--- src/design/efmc_pkg.sv ---
// package: register map, field layout and carriers of the freeze/marker capture
package efmc_pkg;
    // register byte offsets
    localparam logic [7:0] OFF_CTRL      = 8'h00;
    localparam logic [7:0] OFF_FLAGS     = 8'h04;
    localparam logic [7:0] OFF_INT_STAT  = 8'h08;
    localparam logic [7:0] OFF_INT_MASK  = 8'h0C;
    localparam logic [7:0] OFF_REF_FTRN  = 8'h10;
    localparam logic [7:0] OFF_REF_FPOS  = 8'h14;
    localparam logic [7:0] OFF_FBK_FTRN  = 8'h18;
    localparam logic [7:0] OFF_FBK_FPOS  = 8'h1C;
    localparam logic [7:0] OFF_REF_MPOS  = 8'h20;
    localparam logic [7:0] OFF_REF_MTRN  = 8'h24;
    localparam logic [7:0] OFF_FBK_MPOS  = 8'h28;
    localparam logic [7:0] OFF_FBK_MTRN  = 8'h2C;
    // control field positions
    localparam int CTRL_FRZ_EN     = 0;
    localparam int CTRL_EDGE_FALL  = 1;
    // flag and interrupt bit positions (same layout)
    localparam int FLG_REF_FRZ     = 0;
    localparam int FLG_FBK_FRZ     = 1;
    localparam int FLG_REF_MRK     = 2;
    localparam int FLG_FBK_MRK     = 3;
    localparam int NUM_FLAGS       = 4;
    // encoder index
    localparam int ENC_REF         = 0;
    localparam int ENC_FBK         = 1;
    localparam int NUM_ENC         = 2;
    // reset values
    localparam logic [1:0]  CTRL_RST  = 2'h0;
    localparam logic [3:0]  FLAGS_RST = 4'h0;
    localparam logic [3:0]  MASK_RST  = 4'h0;
    localparam logic [31:0] SNAP_RST  = 32'h0000_0000;
    // encoder counter sample seen from the counters
    typedef struct packed {
        logic        marker;
        logic [31:0] turns;
        logic [31:0] position;
    } efmc_enc_t;
    // captured snapshot
    typedef struct packed {
        logic [31:0] turns;
        logic [31:0] position;
    } efmc_snap_t;
    // bus transfer states
    typedef enum logic [1:0] {
        ST_IDLE   = 2'b01,
        ST_ACCESS = 2'b10
    } efmc_bus_st_t;
endpackage

--- src/design/efmc_edge_sync.sv ---
// freeze input synchroniser with rising and falling edge detection
`timescale 1ns/1ps
module efmc_edge_sync (
    // clock and reset
    input  wire logic pclk,
    input  wire logic presetn,
    // asynchronous level in
    input  wire logic din,
    // one-cycle edge pulses out
    output logic      rise,
    output logic      fall
);
    logic meta_reg;    // first stage, read only by the second
    logic sync_reg;    // second stage, safe to use
    logic last_reg;    // previous synchronised level
    logic [2:0] fill_reg;    // marks stages that hold a real pin sample

    ////////////////////////////////////////////////////////////////////////
    // two-flop synchroniser then a history flop
    always_ff @(posedge pclk or negedge presetn) begin
        if (!presetn) begin
            meta_reg <= 1'b0;
            sync_reg <= 1'b0;
            last_reg <= 1'b0;
            fill_reg <= 3'h0;
        end else begin
            meta_reg <= din;
            sync_reg <= meta_reg;
            last_reg <= sync_reg;
            fill_reg <= {fill_reg[1:0], 1'b1};
        end
    end

    // edges taken from the safe stages only, once every stage has been filled,
    // so a pin that stands high across reset release is not seen as an edge
    assign rise = fill_reg[2] & sync_reg & ~last_reg;
    assign fall = fill_reg[2] & ~sync_reg & last_reg;
endmodule

--- src/design/efmc_capture.sv ---
// freeze and marker position capture with apb registers and interrupt
`timescale 1ns/1ps
module efmc_capture (
    // clock and reset
    input  wire logic              pclk,
    input  wire logic              presetn,
    // apb slave
    input  wire logic              psel,
    input  wire logic              penable,
    input  wire logic              pwrite,
    input  wire logic [7:0]        paddr,
    input  wire logic [31:0]       pwdata,
    output logic                   pready,
    output logic                   pslverr,
    output logic [31:0]            prdata,
    // encoder counters
    input  wire efmc_pkg::efmc_enc_t ref_enc,
    input  wire efmc_pkg::efmc_enc_t fbk_enc,
    // freeze pin, asynchronous
    input  wire logic              freeze_trigger_input,
    // interrupt, level
    output logic                   irq
);

    ////////////////////////////////////////////////////////////////////////
    // declarations

    // software control
    logic [1:0]                 ctrl_reg;       // enable and edge select
    logic [1:0]                 ctrl_next;
    // capture flags
    logic [3:0]                 flags_reg;      // freeze and marker flags
    logic [3:0]                 flags_next;
    // interrupt status and mask
    logic [3:0]                 int_stat_reg;   // sticky events
    logic [3:0]                 int_stat_next;
    logic [3:0]                 int_mask_reg;   // one enables the event
    logic [3:0]                 int_mask_next;
    // snapshots per encoder
    efmc_pkg::efmc_snap_t       frz_reg [efmc_pkg::NUM_ENC];
    efmc_pkg::efmc_snap_t       mrk_reg [efmc_pkg::NUM_ENC];
    // read data
    logic [31:0]                prdata_reg;
    logic [31:0]                prdata_next;
    logic                       pslverr_reg;
    logic                       pslverr_next;
    // bus state
    efmc_pkg::efmc_bus_st_t     bus_st_reg;
    efmc_pkg::efmc_bus_st_t     bus_st_next;

    // encoder array view
    efmc_pkg::efmc_enc_t        enc [efmc_pkg::NUM_ENC];
    // freeze edges
    wire logic                  frz_rise;
    wire logic                  frz_fall;
    wire logic                  frz_edge;
    // per encoder events
    logic [1:0]                 frz_take;
    logic [1:0]                 mrk_take;
    // all events in flag layout
    wire logic [3:0]            events;

    // bus decode
    wire logic                  setup_ph;
    wire logic                  wr_en;
    wire logic                  rd_en;
    wire logic                  hit_ctrl;
    wire logic                  hit_flags;
    wire logic                  hit_stat;
    wire logic                  hit_mask;
    wire logic                  hit_snap;
    wire logic                  mapped;
    wire logic [3:0]            flags_keep;
    wire logic [3:0]            stat_keep;
    logic [31:0]                rd_mux;

    ////////////////////////////////////////////////////////////////////////
    // freeze pin conditioning

    // synchronise and detect both edges
    efmc_edge_sync u_frz_sync (
        .pclk    (pclk),
        .presetn (presetn),
        .din     (freeze_trigger_input),
        .rise    (frz_rise),
        .fall    (frz_fall)
    );

    // pick the edge that triggers a snapshot
    assign frz_edge = ctrl_reg[efmc_pkg::CTRL_EDGE_FALL] ? frz_fall : frz_rise;

    // map the two counters onto the array
    assign enc[efmc_pkg::ENC_REF] = ref_enc;
    assign enc[efmc_pkg::ENC_FBK] = fbk_enc;

    ////////////////////////////////////////////////////////////////////////
    // per encoder capture

    generate
        for (genvar g = 0; g < efmc_pkg::NUM_ENC; g++) begin : g_enc
            // freeze flag of this encoder
            wire logic frz_flag;
            assign frz_flag = flags_reg[efmc_pkg::FLG_REF_FRZ + g];

            // one pin snapshots both encoders
            // only when enabled and flag clear
            assign frz_take[g] = frz_edge & ctrl_reg[efmc_pkg::CTRL_FRZ_EN] & ~frz_flag;

            // marker always captures, overwriting old data
            assign mrk_take[g] = enc[g].marker;

            // freeze snapshot storage
            always_ff @(posedge pclk or negedge presetn) begin
                if (!presetn) begin
                    frz_reg[g] <= {efmc_pkg::SNAP_RST, efmc_pkg::SNAP_RST};
                end else if (frz_take[g]) begin
                    frz_reg[g] <= {enc[g].turns, enc[g].position};
                end
            end

            // marker snapshot storage
            always_ff @(posedge pclk or negedge presetn) begin
                if (!presetn) begin
                    mrk_reg[g] <= {efmc_pkg::SNAP_RST, efmc_pkg::SNAP_RST};
                end else if (mrk_take[g]) begin
                    mrk_reg[g] <= {enc[g].turns, enc[g].position};
                end
            end
        end
    endgenerate

    // events in flag layout; freeze flags rise with the write
    assign events = {mrk_take[efmc_pkg::ENC_FBK], mrk_take[efmc_pkg::ENC_REF],
                     frz_take[efmc_pkg::ENC_FBK], frz_take[efmc_pkg::ENC_REF]};

    ////////////////////////////////////////////////////////////////////////
    // apb decode

    // write takes effect in the access phase, read data is latched in the setup phase
    assign setup_ph  = psel & ~penable;
    assign wr_en     = psel & penable & pwrite;
    assign rd_en     = setup_ph & ~pwrite;

    // address hits, word aligned only
    assign hit_ctrl  = (paddr == efmc_pkg::OFF_CTRL);
    assign hit_flags = (paddr == efmc_pkg::OFF_FLAGS);
    assign hit_stat  = (paddr == efmc_pkg::OFF_INT_STAT);
    assign hit_mask  = (paddr == efmc_pkg::OFF_INT_MASK);
    assign hit_snap  = (paddr[1:0] == 2'h0) &
                       (paddr >= efmc_pkg::OFF_REF_FTRN) &
                       (paddr <= efmc_pkg::OFF_FBK_MTRN);
    assign mapped    = hit_ctrl | hit_flags | hit_stat | hit_mask | hit_snap;

    // flags clear where software writes zero
    assign flags_keep = (wr_en & hit_flags) ? pwdata[3:0] : 4'hF;
    // status clears where software writes one
    assign stat_keep  = (wr_en & hit_stat) ? ~pwdata[3:0] : 4'hF;

    // read multiplexer
    always_comb begin
        rd_mux = 32'h0000_0000;
        case (paddr)
            efmc_pkg::OFF_CTRL:     rd_mux = {30'h0, ctrl_reg};
            efmc_pkg::OFF_FLAGS:    rd_mux = {28'h0, flags_reg};
            efmc_pkg::OFF_INT_STAT: rd_mux = {28'h0, int_stat_reg};
            efmc_pkg::OFF_INT_MASK: rd_mux = {28'h0, int_mask_reg};
            // freeze: turns then position per encoder
            efmc_pkg::OFF_REF_FTRN: rd_mux = frz_reg[efmc_pkg::ENC_REF].turns;
            efmc_pkg::OFF_REF_FPOS: rd_mux = frz_reg[efmc_pkg::ENC_REF].position;
            efmc_pkg::OFF_FBK_FTRN: rd_mux = frz_reg[efmc_pkg::ENC_FBK].turns;
            efmc_pkg::OFF_FBK_FPOS: rd_mux = frz_reg[efmc_pkg::ENC_FBK].position;
            // marker: position then turns per encoder
            efmc_pkg::OFF_REF_MPOS: rd_mux = mrk_reg[efmc_pkg::ENC_REF].position;
            efmc_pkg::OFF_REF_MTRN: rd_mux = mrk_reg[efmc_pkg::ENC_REF].turns;
            efmc_pkg::OFF_FBK_MPOS: rd_mux = mrk_reg[efmc_pkg::ENC_FBK].position;
            efmc_pkg::OFF_FBK_MTRN: rd_mux = mrk_reg[efmc_pkg::ENC_FBK].turns;
            // unmapped reads as zero
            default:                rd_mux = 32'h0000_0000;
        endcase
    end

    ////////////////////////////////////////////////////////////////////////
    // next state of the register file

    always_comb begin
        // hold by default
        ctrl_next     = ctrl_reg;
        int_mask_next = int_mask_reg;
        prdata_next   = prdata_reg;
        pslverr_next  = pslverr_reg;
        bus_st_next   = bus_st_reg;
        // control write
        if (wr_en & hit_ctrl) begin
            ctrl_next = pwdata[1:0];
        end
        // mask write
        if (wr_en & hit_mask) begin
            int_mask_next = pwdata[3:0];
        end
        // a new event wins over a clear in the same cycle
        flags_next    = events | (flags_reg & flags_keep);
        int_stat_next = events | (int_stat_reg & stat_keep);
        // bus sequencer: data and error latched in setup
        case (bus_st_reg)
            efmc_pkg::ST_IDLE: begin
                if (setup_ph) begin
                    bus_st_next  = efmc_pkg::ST_ACCESS;
                    pslverr_next = ~mapped;
                    prdata_next  = rd_en ? rd_mux : 32'h0000_0000;
                end
            end
            efmc_pkg::ST_ACCESS: begin
                // access always completes in one cycle
                bus_st_next  = efmc_pkg::ST_IDLE;
                if (setup_ph) begin
                    // back to back setup right after access
                    bus_st_next  = efmc_pkg::ST_ACCESS;
                    pslverr_next = ~mapped;
                    prdata_next  = rd_en ? rd_mux : 32'h0000_0000;
                end
            end
            default: begin
                bus_st_next = efmc_pkg::ST_IDLE;
            end
        endcase
    end

    ////////////////////////////////////////////////////////////////////////
    // control and mask registers

    always_ff @(posedge pclk or negedge presetn) begin
        if (!presetn) begin
            ctrl_reg     <= efmc_pkg::CTRL_RST;
            int_mask_reg <= efmc_pkg::MASK_RST;
        end else begin
            ctrl_reg     <= ctrl_next;
            int_mask_reg <= int_mask_next;
        end
    end

    ////////////////////////////////////////////////////////////////////////
    // capture flags and interrupt status

    always_ff @(posedge pclk or negedge presetn) begin
        if (!presetn) begin
            flags_reg    <= efmc_pkg::FLAGS_RST;
            int_stat_reg <= efmc_pkg::FLAGS_RST;
        end else begin
            flags_reg    <= flags_next;
            int_stat_reg <= int_stat_next;
        end
    end

    ////////////////////////////////////////////////////////////////////////
    // bus answer registers

    always_ff @(posedge pclk or negedge presetn) begin
        if (!presetn) begin
            prdata_reg  <= 32'h0000_0000;
            pslverr_reg <= 1'b0;
            bus_st_reg  <= efmc_pkg::ST_IDLE;
        end else begin
            prdata_reg  <= prdata_next;
            pslverr_reg <= pslverr_next;
            bus_st_reg  <= bus_st_next;
        end
    end

    ////////////////////////////////////////////////////////////////////////
    // outputs

    // zero wait states
    assign pready  = 1'b1;
    // error only shown in the access phase
    assign pslverr = pslverr_reg & psel & penable;
    // read data from the flop
    assign prdata  = prdata_reg;
    // level interrupt from unmasked sticky status
    assign irq     = |(int_stat_reg & int_mask_reg);

endmodule

--- config.mk ---
export PLATFORM = sky130hd
export DESIGN_NAME = efmc_capture
export DESIGN_NICKNAME = d
export VERILOG_FILES = /design/src/design/efmc_pkg.sv /design/src/design/efmc_edge_sync.sv /design/src/design/efmc_capture.sv
export SDC_FILE = /design/constraint.sdc
export NUM_CORES = 1
export LEC_CHECK = 0
export BUFFER_PORTS_ARGS = -buffer_cell sky130_fd_sc_hd__buf_2
export CAP_MARGIN = 20
export CORE_MARGIN = 2
export CORE_UTILIZATION = 43
export DETAILED_ROUTE_END_ITERATION = 8
export PLACE_DENSITY = 0.73
export RECOVER_POWER = 25
export SETUP_SLACK_MARGIN = 0.2
export SLEW_MARGIN = 10
export SYNTH_ARGS = -nofsm -noshare
export SYNTH_HDL_FRONTEND = slang
export SYNTH_HIERARCHICAL = 1
export SYNTH_SLANG_ARGS = --single-unit
--- constraint.sdc ---
create_clock -name pclk -period 3.01 [get_ports pclk]
set_clock_uncertainty 0.05 [all_clocks]
set_input_delay 0 -clock pclk [delete_from_list [all_inputs] [get_ports pclk]]
set_output_delay 0 -clock pclk [all_outputs]
set_load 0.05 [all_outputs]
==> flow_summary.toml, run 1 <==
[synth]
yosysTopAreaCellShare = 0.561
synth.area.top_cells = "dfrtp_1 56%, mux2_2 23%, mux4_2 3.7%, a22oi_1 2.4%, mux2i_1 1.7%"
synth_cell_types = 54
avgSynthCellArea_um2 = 14.0
synthFlopType = "dfrtp_1"
yosysSeqAreaShare = 0.563
ys_ff_latch = 311
yosysTopAreaCell = "dfrtp_1"
netlist_area_um2 = 13800
synth_edf_count = 0
synth_cells = 988
synth.top_cells.by_count = "310 x dfrtp_1, 283 x mux2_2, 45 x a22oi_1, 44 x nand2_1, 41 x o21ai_0"
yosysMostFrequentCell = "dfrtp_1"
syn_nets = 1166
async_flop_share = 1.00
yosys_warnings = 6

[sta]
rsz0062_at_grt = "no"
finalHoldViolCount = 0
layout_min_cycle_time_ns = 2.33
tns_ns = 0
slew_violations = 134
setup_viol = 0
timing.fmax_mhz = 429
period_share = 0.775
whs_ns = 0.0216
tightest_slew_ns = 2.17
fin_ws_ns = 0.679
maxSlewHeadroom = -0.447

[critical_path]
crit_buf_inv = 2
slowest_delay_ns = 0.53
crit_path_cell_trace = "inv_1 -> ha_1 -> or3b_2 -> nor3_4 -> buf_4 -> a32oi_1 -> nand2_1"
worst_setup_path_start_kind = "flip-flop"
worstSetupPathType = "flip-flop to flip-flop"
worst-path-stages = 7
cp_top_family = "simple AND/OR/NAND/NOR gates"
arrival_ns = 2.73
critPathMaxFanout = 7
reg2reg_depth = 7
cp-end-kind = "flip-flop"
slowest_stage = "dfstp_2"
cp.required_ns = 3.41

[clock_tree]
clk_latency_ns = 0.51
cts.sinks = 311
clk_pin_slew_ns = 0.06
cts_tree = "built"
ctsHtreeMaxLevel = 2
post_cts_resized = 0
clockBufferDepth = 3
clock-root-buffer = "clkbuf_16"
cts-buffers-inserted = 34

[global_routing]
grt_pass1_vias = 10400
antenna_found_initial = 4
globalRouteOverflowTotal = 0
grt_max_degree = 108
grt_pass1_wl_um = 58000
track_usage = 0.223

[floorplanning]
rows = 65
dieWidth_um = 183
top_level_ports = 211
core_area_um2 = 31600
initial_core_util = 0.437
die_y_um = 183
die-area_um2 = 33600

[place]
port_buffers = 181
dp_hpwl_um = 23500
gp_congestion = 0.837
place_inst = 1529
pre_cts_slack_ns = 0.708

[route]
dr_wl_met3_um = 2040
top_layer = "met5"
routedWlPerCell_um = 21.3
wl_met2_um = 18000
first_iter_violations = 699
drtAntennaViolNets = 0
routed_via_density = 5.59
first_pass_iters = 5
wl_met1_um = 15900
via_count = 9681
route.detailed.drc = 0
drt-total-wl_um = 36800

[hold_path]
min_path_type = "input port to flip-flop"
holdPathStages = 5

[final_layout]
stdcell_count = 1733
layout-drive-gt1-share = 0.439
area_growth_pct = 28.8
nets = 1483

[outcome]
violations = "capacitance limit, slew limit"
outcome = "finished with violations"

[pwr]
p_total_mw = 9.85
leakage_nw = 8.19
p_per_area_nw_per_um2 = 553
peakVddDrop_uv = 393

[flow_run]
drv_cap = 2
[worst paths after layout]
check	start	endpoint	slack (ns)
worst min register to register	u_frz_sync/meta_reg$_DFF_PN0_	u_frz_sync/sync_reg$_DFF_PN0_	0.29
worst min-delay path	paddr[6]	prdata[2]$_DFFE_PN0P_	0.02
min in group asynchronous	presetn	mrk_reg[2]$_DFFE_PN0P_	0.49
max in group asynchronous	presetn	u_frz_sync/meta_reg$_DFF_PN0_	1.21
worst max register to register	bus_st_reg[0]$_DFFE_PN1P_	prdata[2]$_DFFE_PN0P_	0.68
worst max-delay path	bus_st_reg[0]$_DFFE_PN1P_	prdata[2]$_DFFE_PN0P_	0.68
[layer usage]
metal	GRT usage	vias up
met5	0	-
met4	0.0630	2
met3	0.0437	62
met2	0.379	292
met1	0.292	5022
li1	-	4303
[layout make-up]
class                      count  area [um^2]
clock buffer                  50         1030
clock inverter                 9          148
antenna                        3         7.51
timing repair buffer         350         2610
fill                        2559        13800
sequential                   311         7780
tap                          402          503
multi-input combinational    606         5720
inverter                       2         7.51
[per-stage QoR]
| step | cell area (um^2) | util |
|---|---|---|
| floorplan | 13800 | - |
| global placement | 15200 | 0.481 |
| detailed placement | 15200 | 0.481 |
| CTS | 17800 | 0.563 |
| global route | 17800 | 0.563 |
| finish | 17800 | 0.563 |
[layout by cell type, fill, tap and decap left out, drive strengths merged, types with 17 or more instances in the layout]
cell type / instances
a22o: 20
a22oi: 45
buf: 206
clkbuf: 52
dfrtp: 310
dlygate4sd3: 142
mux2: 283
mux2i: 24
mux4: 24
nand2: 44
nor2: 17
o21ai: 42
[worst reg2reg max path, cell delays in order (launching register included)]
cell and delay [ns]:
dfstp_2 0.53, inv_1 0.06, ha_1 0.29, or3b_2 0.53, nor3_4 0.40, buf_4 0.22
a32oi_1 0.09, nand2_1 0.10
[cell families after synthesis]
group                      after synthesis  share of synthesized area
and+or+nand+nor                        121                     0.0481
DFF                                    311                      0.563
AOI/OAI and AO/OA                      150                     0.0743
other                                    2                   0.000543
adders and majority gates                2                    0.00181
buffers and inverters                   71                     0.0250
muxes                                  331                      0.287
[power breakdown]
| group | switching (mW) | internal (mW) |
|---|---|---|
| logic | 0.482 | 0.508 |
| clock network | 1.65 | 2.72 |
| registers | 0.105 | 4.38 |
| total | 2.24 | 7.61 |
[repair_timing]
| action | 4_1_cts | 5_1_grt |
|---|---|---|
| setup buffers | 0 | 0 |
| endpoints found under the hold margin | 590 | 0 |
| hold buffers | 142 | 0 |
Power figures use the tool's default switching activity.
==> run 2, diff against run 1 <==
--- a/config.mk
+++ b/config.mk
@@ -10,7 +10,7 @@
 export CORE_MARGIN = 2
 export CORE_UTILIZATION = 43
 export DETAILED_ROUTE_END_ITERATION = 8
-export PLACE_DENSITY = 0.73
+export PLACE_DENSITY = 0.76
 export RECOVER_POWER = 25
 export SETUP_SLACK_MARGIN = 0.2
 export SLEW_MARGIN = 10
==> constraint.sdc (replaced) <==
create_clock -name pclk -period 2.1 [get_ports pclk]
set_clock_uncertainty 0.05 [all_clocks]
set_input_delay 0 -clock pclk [delete_from_list [all_inputs] [get_ports pclk]]
set_output_delay 0 -clock pclk [all_outputs]
set_load 0.05 [all_outputs]
==> run 2 against run 1 <==
The flow still finishes with violations (capacitance limit, slew limit); core utilization is 1.6 points higher; worst hold slack improved by 0.017 ns; maximum frequency grew 22%; routed wire length is 6.0% higher; die area unchanged; critical path depth rose by 1; combinational power is 54% higher; critical endpoint is now prdata[3]$_DFFE_PN0P_; largest cell class unchanged; largest power group unchanged.
==> flow_summary.toml, run 2 (synthesis gave the netlist of run 1 again) <==
[pwr]
p_int_mw = 10.8
p_per_area_nw_per_um2 = 766
leakage_nw = 8.44
clockPowerShare = 0.433
p_comb_frac = 0.108
seqPwrFrac = 0.459
peakVddDrop_uv = 458
switching_share = 0.232
p_sw_mw = 3.26

[floorplanning]
core_area_um2 = 31600
dieWidth_um = 183
rows = 65
top_level_ports = 211
die_y_um = 183
die-area_um2 = 33600
initial_core_util = 0.437

[clock_tree]
clk_latency_ns = 0.51
clock-root-buffer = "clkbuf_16"
cts.sinks = 311
clk_pin_slew_ns = 0.06
ctsHtreeMaxLevel = 2
cts_tree = "built"
cts-buffers-inserted = 35
clockBufferDepth = 3

[critical_path]
cp.required_ns = 2.50
crit_buf_inv = 3
slowest_stage = "dfstp_2"
critPathMaxFanout = 7
cp-end-kind = "flip-flop"
r2r_slack_ns = 0.19
slowest_delay_ns = 0.53
crit_path_cell_trace = "inv_2 -> ha_4 -> or3b_4 -> buf_12 -> nor3_4 -> buf_6 -> a32oi_1 -> nand2_1"
worst_setup_path_start_kind = "flip-flop"
worstSetupPathType = "flip-flop to flip-flop"
cp_top_family = "simple AND/OR/NAND/NOR gates"
arrival_ns = 2.31

[final_layout]
nets = 1514
final_common_cell = "dfrtp_1"
postLayoutCoreUtil = 0.579
layout_common_cells = "310 x dfrtp_1, 263 x mux2_2, 175 x buf_2, 140 x dlygate4sd3_1, 45 x a22oi_1"
layout-drive-gt1-share = 0.460
nFillCells = 2529
area_growth_pct = 32.5

[route]
first_iter_violations = 652
first_pass_iters = 7
route.detailed.drc = 0
routedWlPerCell_um = 22.2
drtAntennaViolNets = 0
via_count = 9926
routed_via_density = 5.63
drt-total-wl_um = 39000

[sta]
slew_violations = 64
finalHoldViolCount = 0
rsz0062_at_grt = "yes"
tns_ns = 0
layout_min_cycle_time_ns = 1.91
timing.fmax_mhz = 522
period_share = 0.911
setup_viol = 0
tightest_slew_ns = 1.55
maxSlewHeadroom = -0.0350

[global_routing]
track_usage = 0.228
grt_pass1_vias = 10400
antenna_found_initial = 2
globalRouteOverflowTotal = 0
grt_pass1_wl_um = 58600
grt_max_degree = 87

[flow_run]
drv_cap = 1

[outcome]
violations = "capacitance limit, slew limit"
outcome = "finished with violations"

[place]
dp_hpwl_um = 25500
gp_congestion = 0.838
port_buffers = 181

[hold_path]
min_path_type = "input port to flip-flop"
## run 2: power groups by stage
stage               clock (mW)  combinational, mW  sequential (mW)
global route              6.47               1.63             6.46
finish                    6.08               1.52             6.43
detailed placement           0               1.27             6.54
CTS                       6.19               1.53             6.43
global placement             0               1.22             6.52
floorplan                    0              0.705             6.49
## run 2: through the flow
stage          area [um^2]  cells  hold WS [ns]  worst slack, ns  power [mW]
2_1_floorplan        13900    988        -0.346            0.114        7.19
3_3_place_gp         15500   1551        -0.202           0.0511        7.75
3_5_place_dp         15500   1551        -0.206           0.0242        7.80
4_1_cts              18100   1755        0.0122            0.197        14.1
5_1_grt              18300   1762        0.0417            0.129        14.6
6_report             18300   1762        0.0382            0.186        14.0
## run 2: worst paths after layout
check                                              startpoint                            end  cells past startpoint
worst max-delay path                bus_st_reg[0]$_DFFE_PN1P_          prdata[3]$_DFFE_PN0P_                      8
worst min-delay path                              ref_enc[64]       mrk_reg[113]$_DFFE_PN0P_                      2
worst max register to register      bus_st_reg[0]$_DFFE_PN1P_          prdata[3]$_DFFE_PN0P_                      8
worst min register to register  u_frz_sync/meta_reg$_DFF_PN0_  u_frz_sync/sync_reg$_DFF_PN0_                      0
max in group asynchronous                             presetn       mrk_reg[114]$_DFFE_PN0P_                      3
min in group asynchronous                             presetn       mrk_reg[101]$_DFFE_PN0P_                      3
## run 2: final cells by class
cell class                      instances  area [um^2]  share of cell area
Multi-Input combinational cell        606         5860               0.320
Clock buffer                           51         1050              0.0572
Tap cell                              402          503              0.0274
Antenna cell                            1         2.50            0.000137
Timing Repair Buffer                  380         3020               0.165
Inverter                                2         7.51            0.000410
Clock inverter                          9         95.1             0.00519
Sequential cell                       311         7780               0.425
## run 2: repair_timing
action / 4_1_cts / 5_1_grt
pin swaps: 2 / 5
cloned: 1 / 4
hold buffers: 140 / 0
endpoints found under the hold margin: 598 / 0
resized for setup: 8 / 39
buffers inserted: 3 / 2
endpoints found under the setup margin: 94 / 146
## run 2: per-layer routing
metal | wire length, um | GRT usage
met1 | 16100 | 0.285
met3 | 2580 | 0.0594
met5 | 11 | 0
met4 | 1080 | 0.0726
met2 | 19200 | 0.388
==> run 3, diff against run 2 <==
--- a/config.mk
+++ b/config.mk
@@ -10,7 +10,7 @@
 export CORE_MARGIN = 2
 export CORE_UTILIZATION = 43
 export DETAILED_ROUTE_END_ITERATION = 8
-export PLACE_DENSITY = 0.76
+export PLACE_DENSITY = 0.73
 export RECOVER_POWER = 25
 export SETUP_SLACK_MARGIN = 0.2
 export SLEW_MARGIN = 10
==> constraint.sdc (replaced) <==
create_clock -name pclk -period 1.9 [get_ports pclk]
set_clock_uncertainty 0.05 [all_clocks]
set_input_delay 0 -clock pclk [delete_from_list [all_inputs] [get_ports pclk]]
set_output_delay 0 -clock pclk [all_outputs]
set_load 0.05 [all_outputs]
==> run 3 against run 2 <==
The run ends with setup timing left; final area grew 6.1%; clock-buffer cell count is 2 lower; register-to-register slack got worse by 0.25 ns; clock power increased by 2%; first-iteration DRC count up 1.7%; worst hold slack lost 0.029 ns; maximum frequency decreased by 2.4%; combinational power increased by 16%; die area unchanged; setup slack worse by 0.25 ns; largest cell class unchanged.
==> flow_summary.toml, run 3 (synthesis gave the netlist of run 1 again) <==
[route]
route.detailed.drc = 0
routed_via_density = 5.64
drtAntennaViolNets = 0
via_count = 10200
drt-total-wl_um = 42000
first_iter_violations = 663
routedWlPerCell_um = 23.2
first_pass_iters = 5

[floorplanning]
initial_core_util = 0.437
top_level_ports = 211
die-area_um2 = 33600
rows = 65
die_y_um = 183
core_area_um2 = 31600
dieWidth_um = 183

[place]
dpl_cell_area_um2 = 15700
gp_congestion = 0.857
place_inst = 1569
dp_hpwl_um = 26000
port_buffers = 181

[clock_tree]
clk_pin_slew_ns = 0.06
cts-buffers-inserted = 34
cts.sinks = 311
ctsHtreeMaxLevel = 2
clock-root-buffer = "clkbuf_16"
cts_tree = "built"
clockBufferDepth = 3
clk_latency_ns = 0.53

[hold_path]
min_path_type = "input port to flip-flop"
hp-start = "paddr[2]"
min_to = "prdata[3]$_DFFE_PN0P_"
holdPathStages = 4

[global_routing]
antenna_found_initial = 1
grt_pass1_vias = 10800
grt_max_degree = 66
grt_use_met3 = 0.0417
globalRouteOverflowTotal = 0
busiest_layer = "met2"
track_usage = 0.251
grt_util_met2 = 0.420
grt_use_met1 = 0.332
grt_pass1_wl_um = 64500

[critical_path]
reg2reg_depth = 6
cp.required_ns = 2.29
arrival_ns = 2.35
worst_setup_path_start_kind = "flip-flop"
cp-end-kind = "flip-flop"
rr_startpoint = "bus_st_reg[0]$_DFFE_PN1P_"
r2r_end = "prdata[21]$_DFFE_PN0P_"
worstSetupPathType = "flip-flop to flip-flop"
r2r_slack_ns = -0.06
critPathMaxFanout = 10

[sta]
tightest_slew_ns = 0.832
rsz0062_at_grt = "yes"
maxSlewHeadroom = 0.445
setup_viol = 22
fin_ws_ns = -0.0601
tns_ns = -0.505
whs_ns = 0.00933
timing.fmax_mhz = 510
finalHoldViolCount = 0
slew_violations = 0
period_share = 1.03
layout_min_cycle_time_ns = 1.96

[outcome]
violations = "setup timing"
outcome = "finished with violations"

[final_layout]
multi_input_area_um2 = 6280
layout-drive-gt1-share = 0.474
stdcell_count = 1813
nets = 1565
final_common_cell = "dfrtp_1"
area_growth_pct = 40.7
register_area_um2 = 7780
nFillCells = 2357
final_area_um2 = 19400
postLayoutCoreUtil = 0.615
layout_common_cells = "310 x dfrtp_1, 176 x buf_2, 154 x mux2_2, 143 x dlygate4sd3_1, 129 x mux2_4"

[pwr]
p_per_area_nw_per_um2 = 776
peakVddDrop_uv = 514
leakage_nw = 8.86

[flow_run]
drv_cap = 0
==> run 3: area by class of cell <==
class                   instances  share of cell area
inverters                       2            0.000386
clock inverters                10             0.00508
well taps                     402              0.0259
flip-flops and latches        311               0.400
clock buffers                  49              0.0477
repair buffers                432               0.198
multi-input cells             606               0.323
diodes                          1            0.000129
==> run 3: metal layers <==
metal	part of all wire	vias up
met1	0.43	5281
li1	-	4459
met3	0.057	105
met2	0.48	387
met5	0	-
met4	0.035	0
==> run 3: repair_timing <==
item,4_1_cts,5_1_grt
pin swaps,14,2
setup buffers,19,6
hold buffers,143,0
hold endpoints to repair,588,0
cloned,14,2
endpoints found under the setup margin,162,168
resized for setup,169,24
==> run 3: per-stage QoR <==
step / total power [mW] / worst slack [ns]
finish: 15.1 / -0.0601
global route: 15.6 / -0.101
CTS: 15.2 / -0.0329
detailed placement: 8.67 / -0.223
global placement: 8.61 / -0.138
floorplan: 7.95 / -0.0857
==> run 3: worst max path at each step <==
stage	from	endpoint	slack (ns)	cells past startpoint
floorplan	bus_st_reg[0]$_DFFE_PN1P_	prdata[2]$_DFFE_PN0P_	-0.09	9
detailed placement	bus_st_reg[0]$_DFFE_PN1P_	prdata[21]$_DFFE_PN0P_	-0.22	6
global route	bus_st_reg[0]$_DFFE_PN1P_	prdata[2]$_DFFE_PN0P_	-0.10	7
finish	bus_st_reg[0]$_DFFE_PN1P_	prdata[21]$_DFFE_PN0P_	-0.06	6
CTS	bus_st_reg[0]$_DFFE_PN1P_	prdata[23]$_DFFE_PN0P_	-0.03	6
global placement	bus_st_reg[0]$_DFFE_PN1P_	prdata[15]$_DFFE_PN0P_	-0.14	6
==> run 3: power by group <==
group          internal (mW)  switching (mW)  leakage, nW
clock                   3.55            2.66        0.495
combinational          0.928           0.833         4.36
sequential              6.94           0.171         4.00
total                   11.4            3.67         8.86
==> run 3: critical path: stages, from the launching register on <==
cell,delay [ns]
dfstp_2,0.54
inv_2,0.05
ha_4,0.20
or3b_4,0.39
nand4bb_4,0.25
buf_4,0.23
o21ai_1,0.17
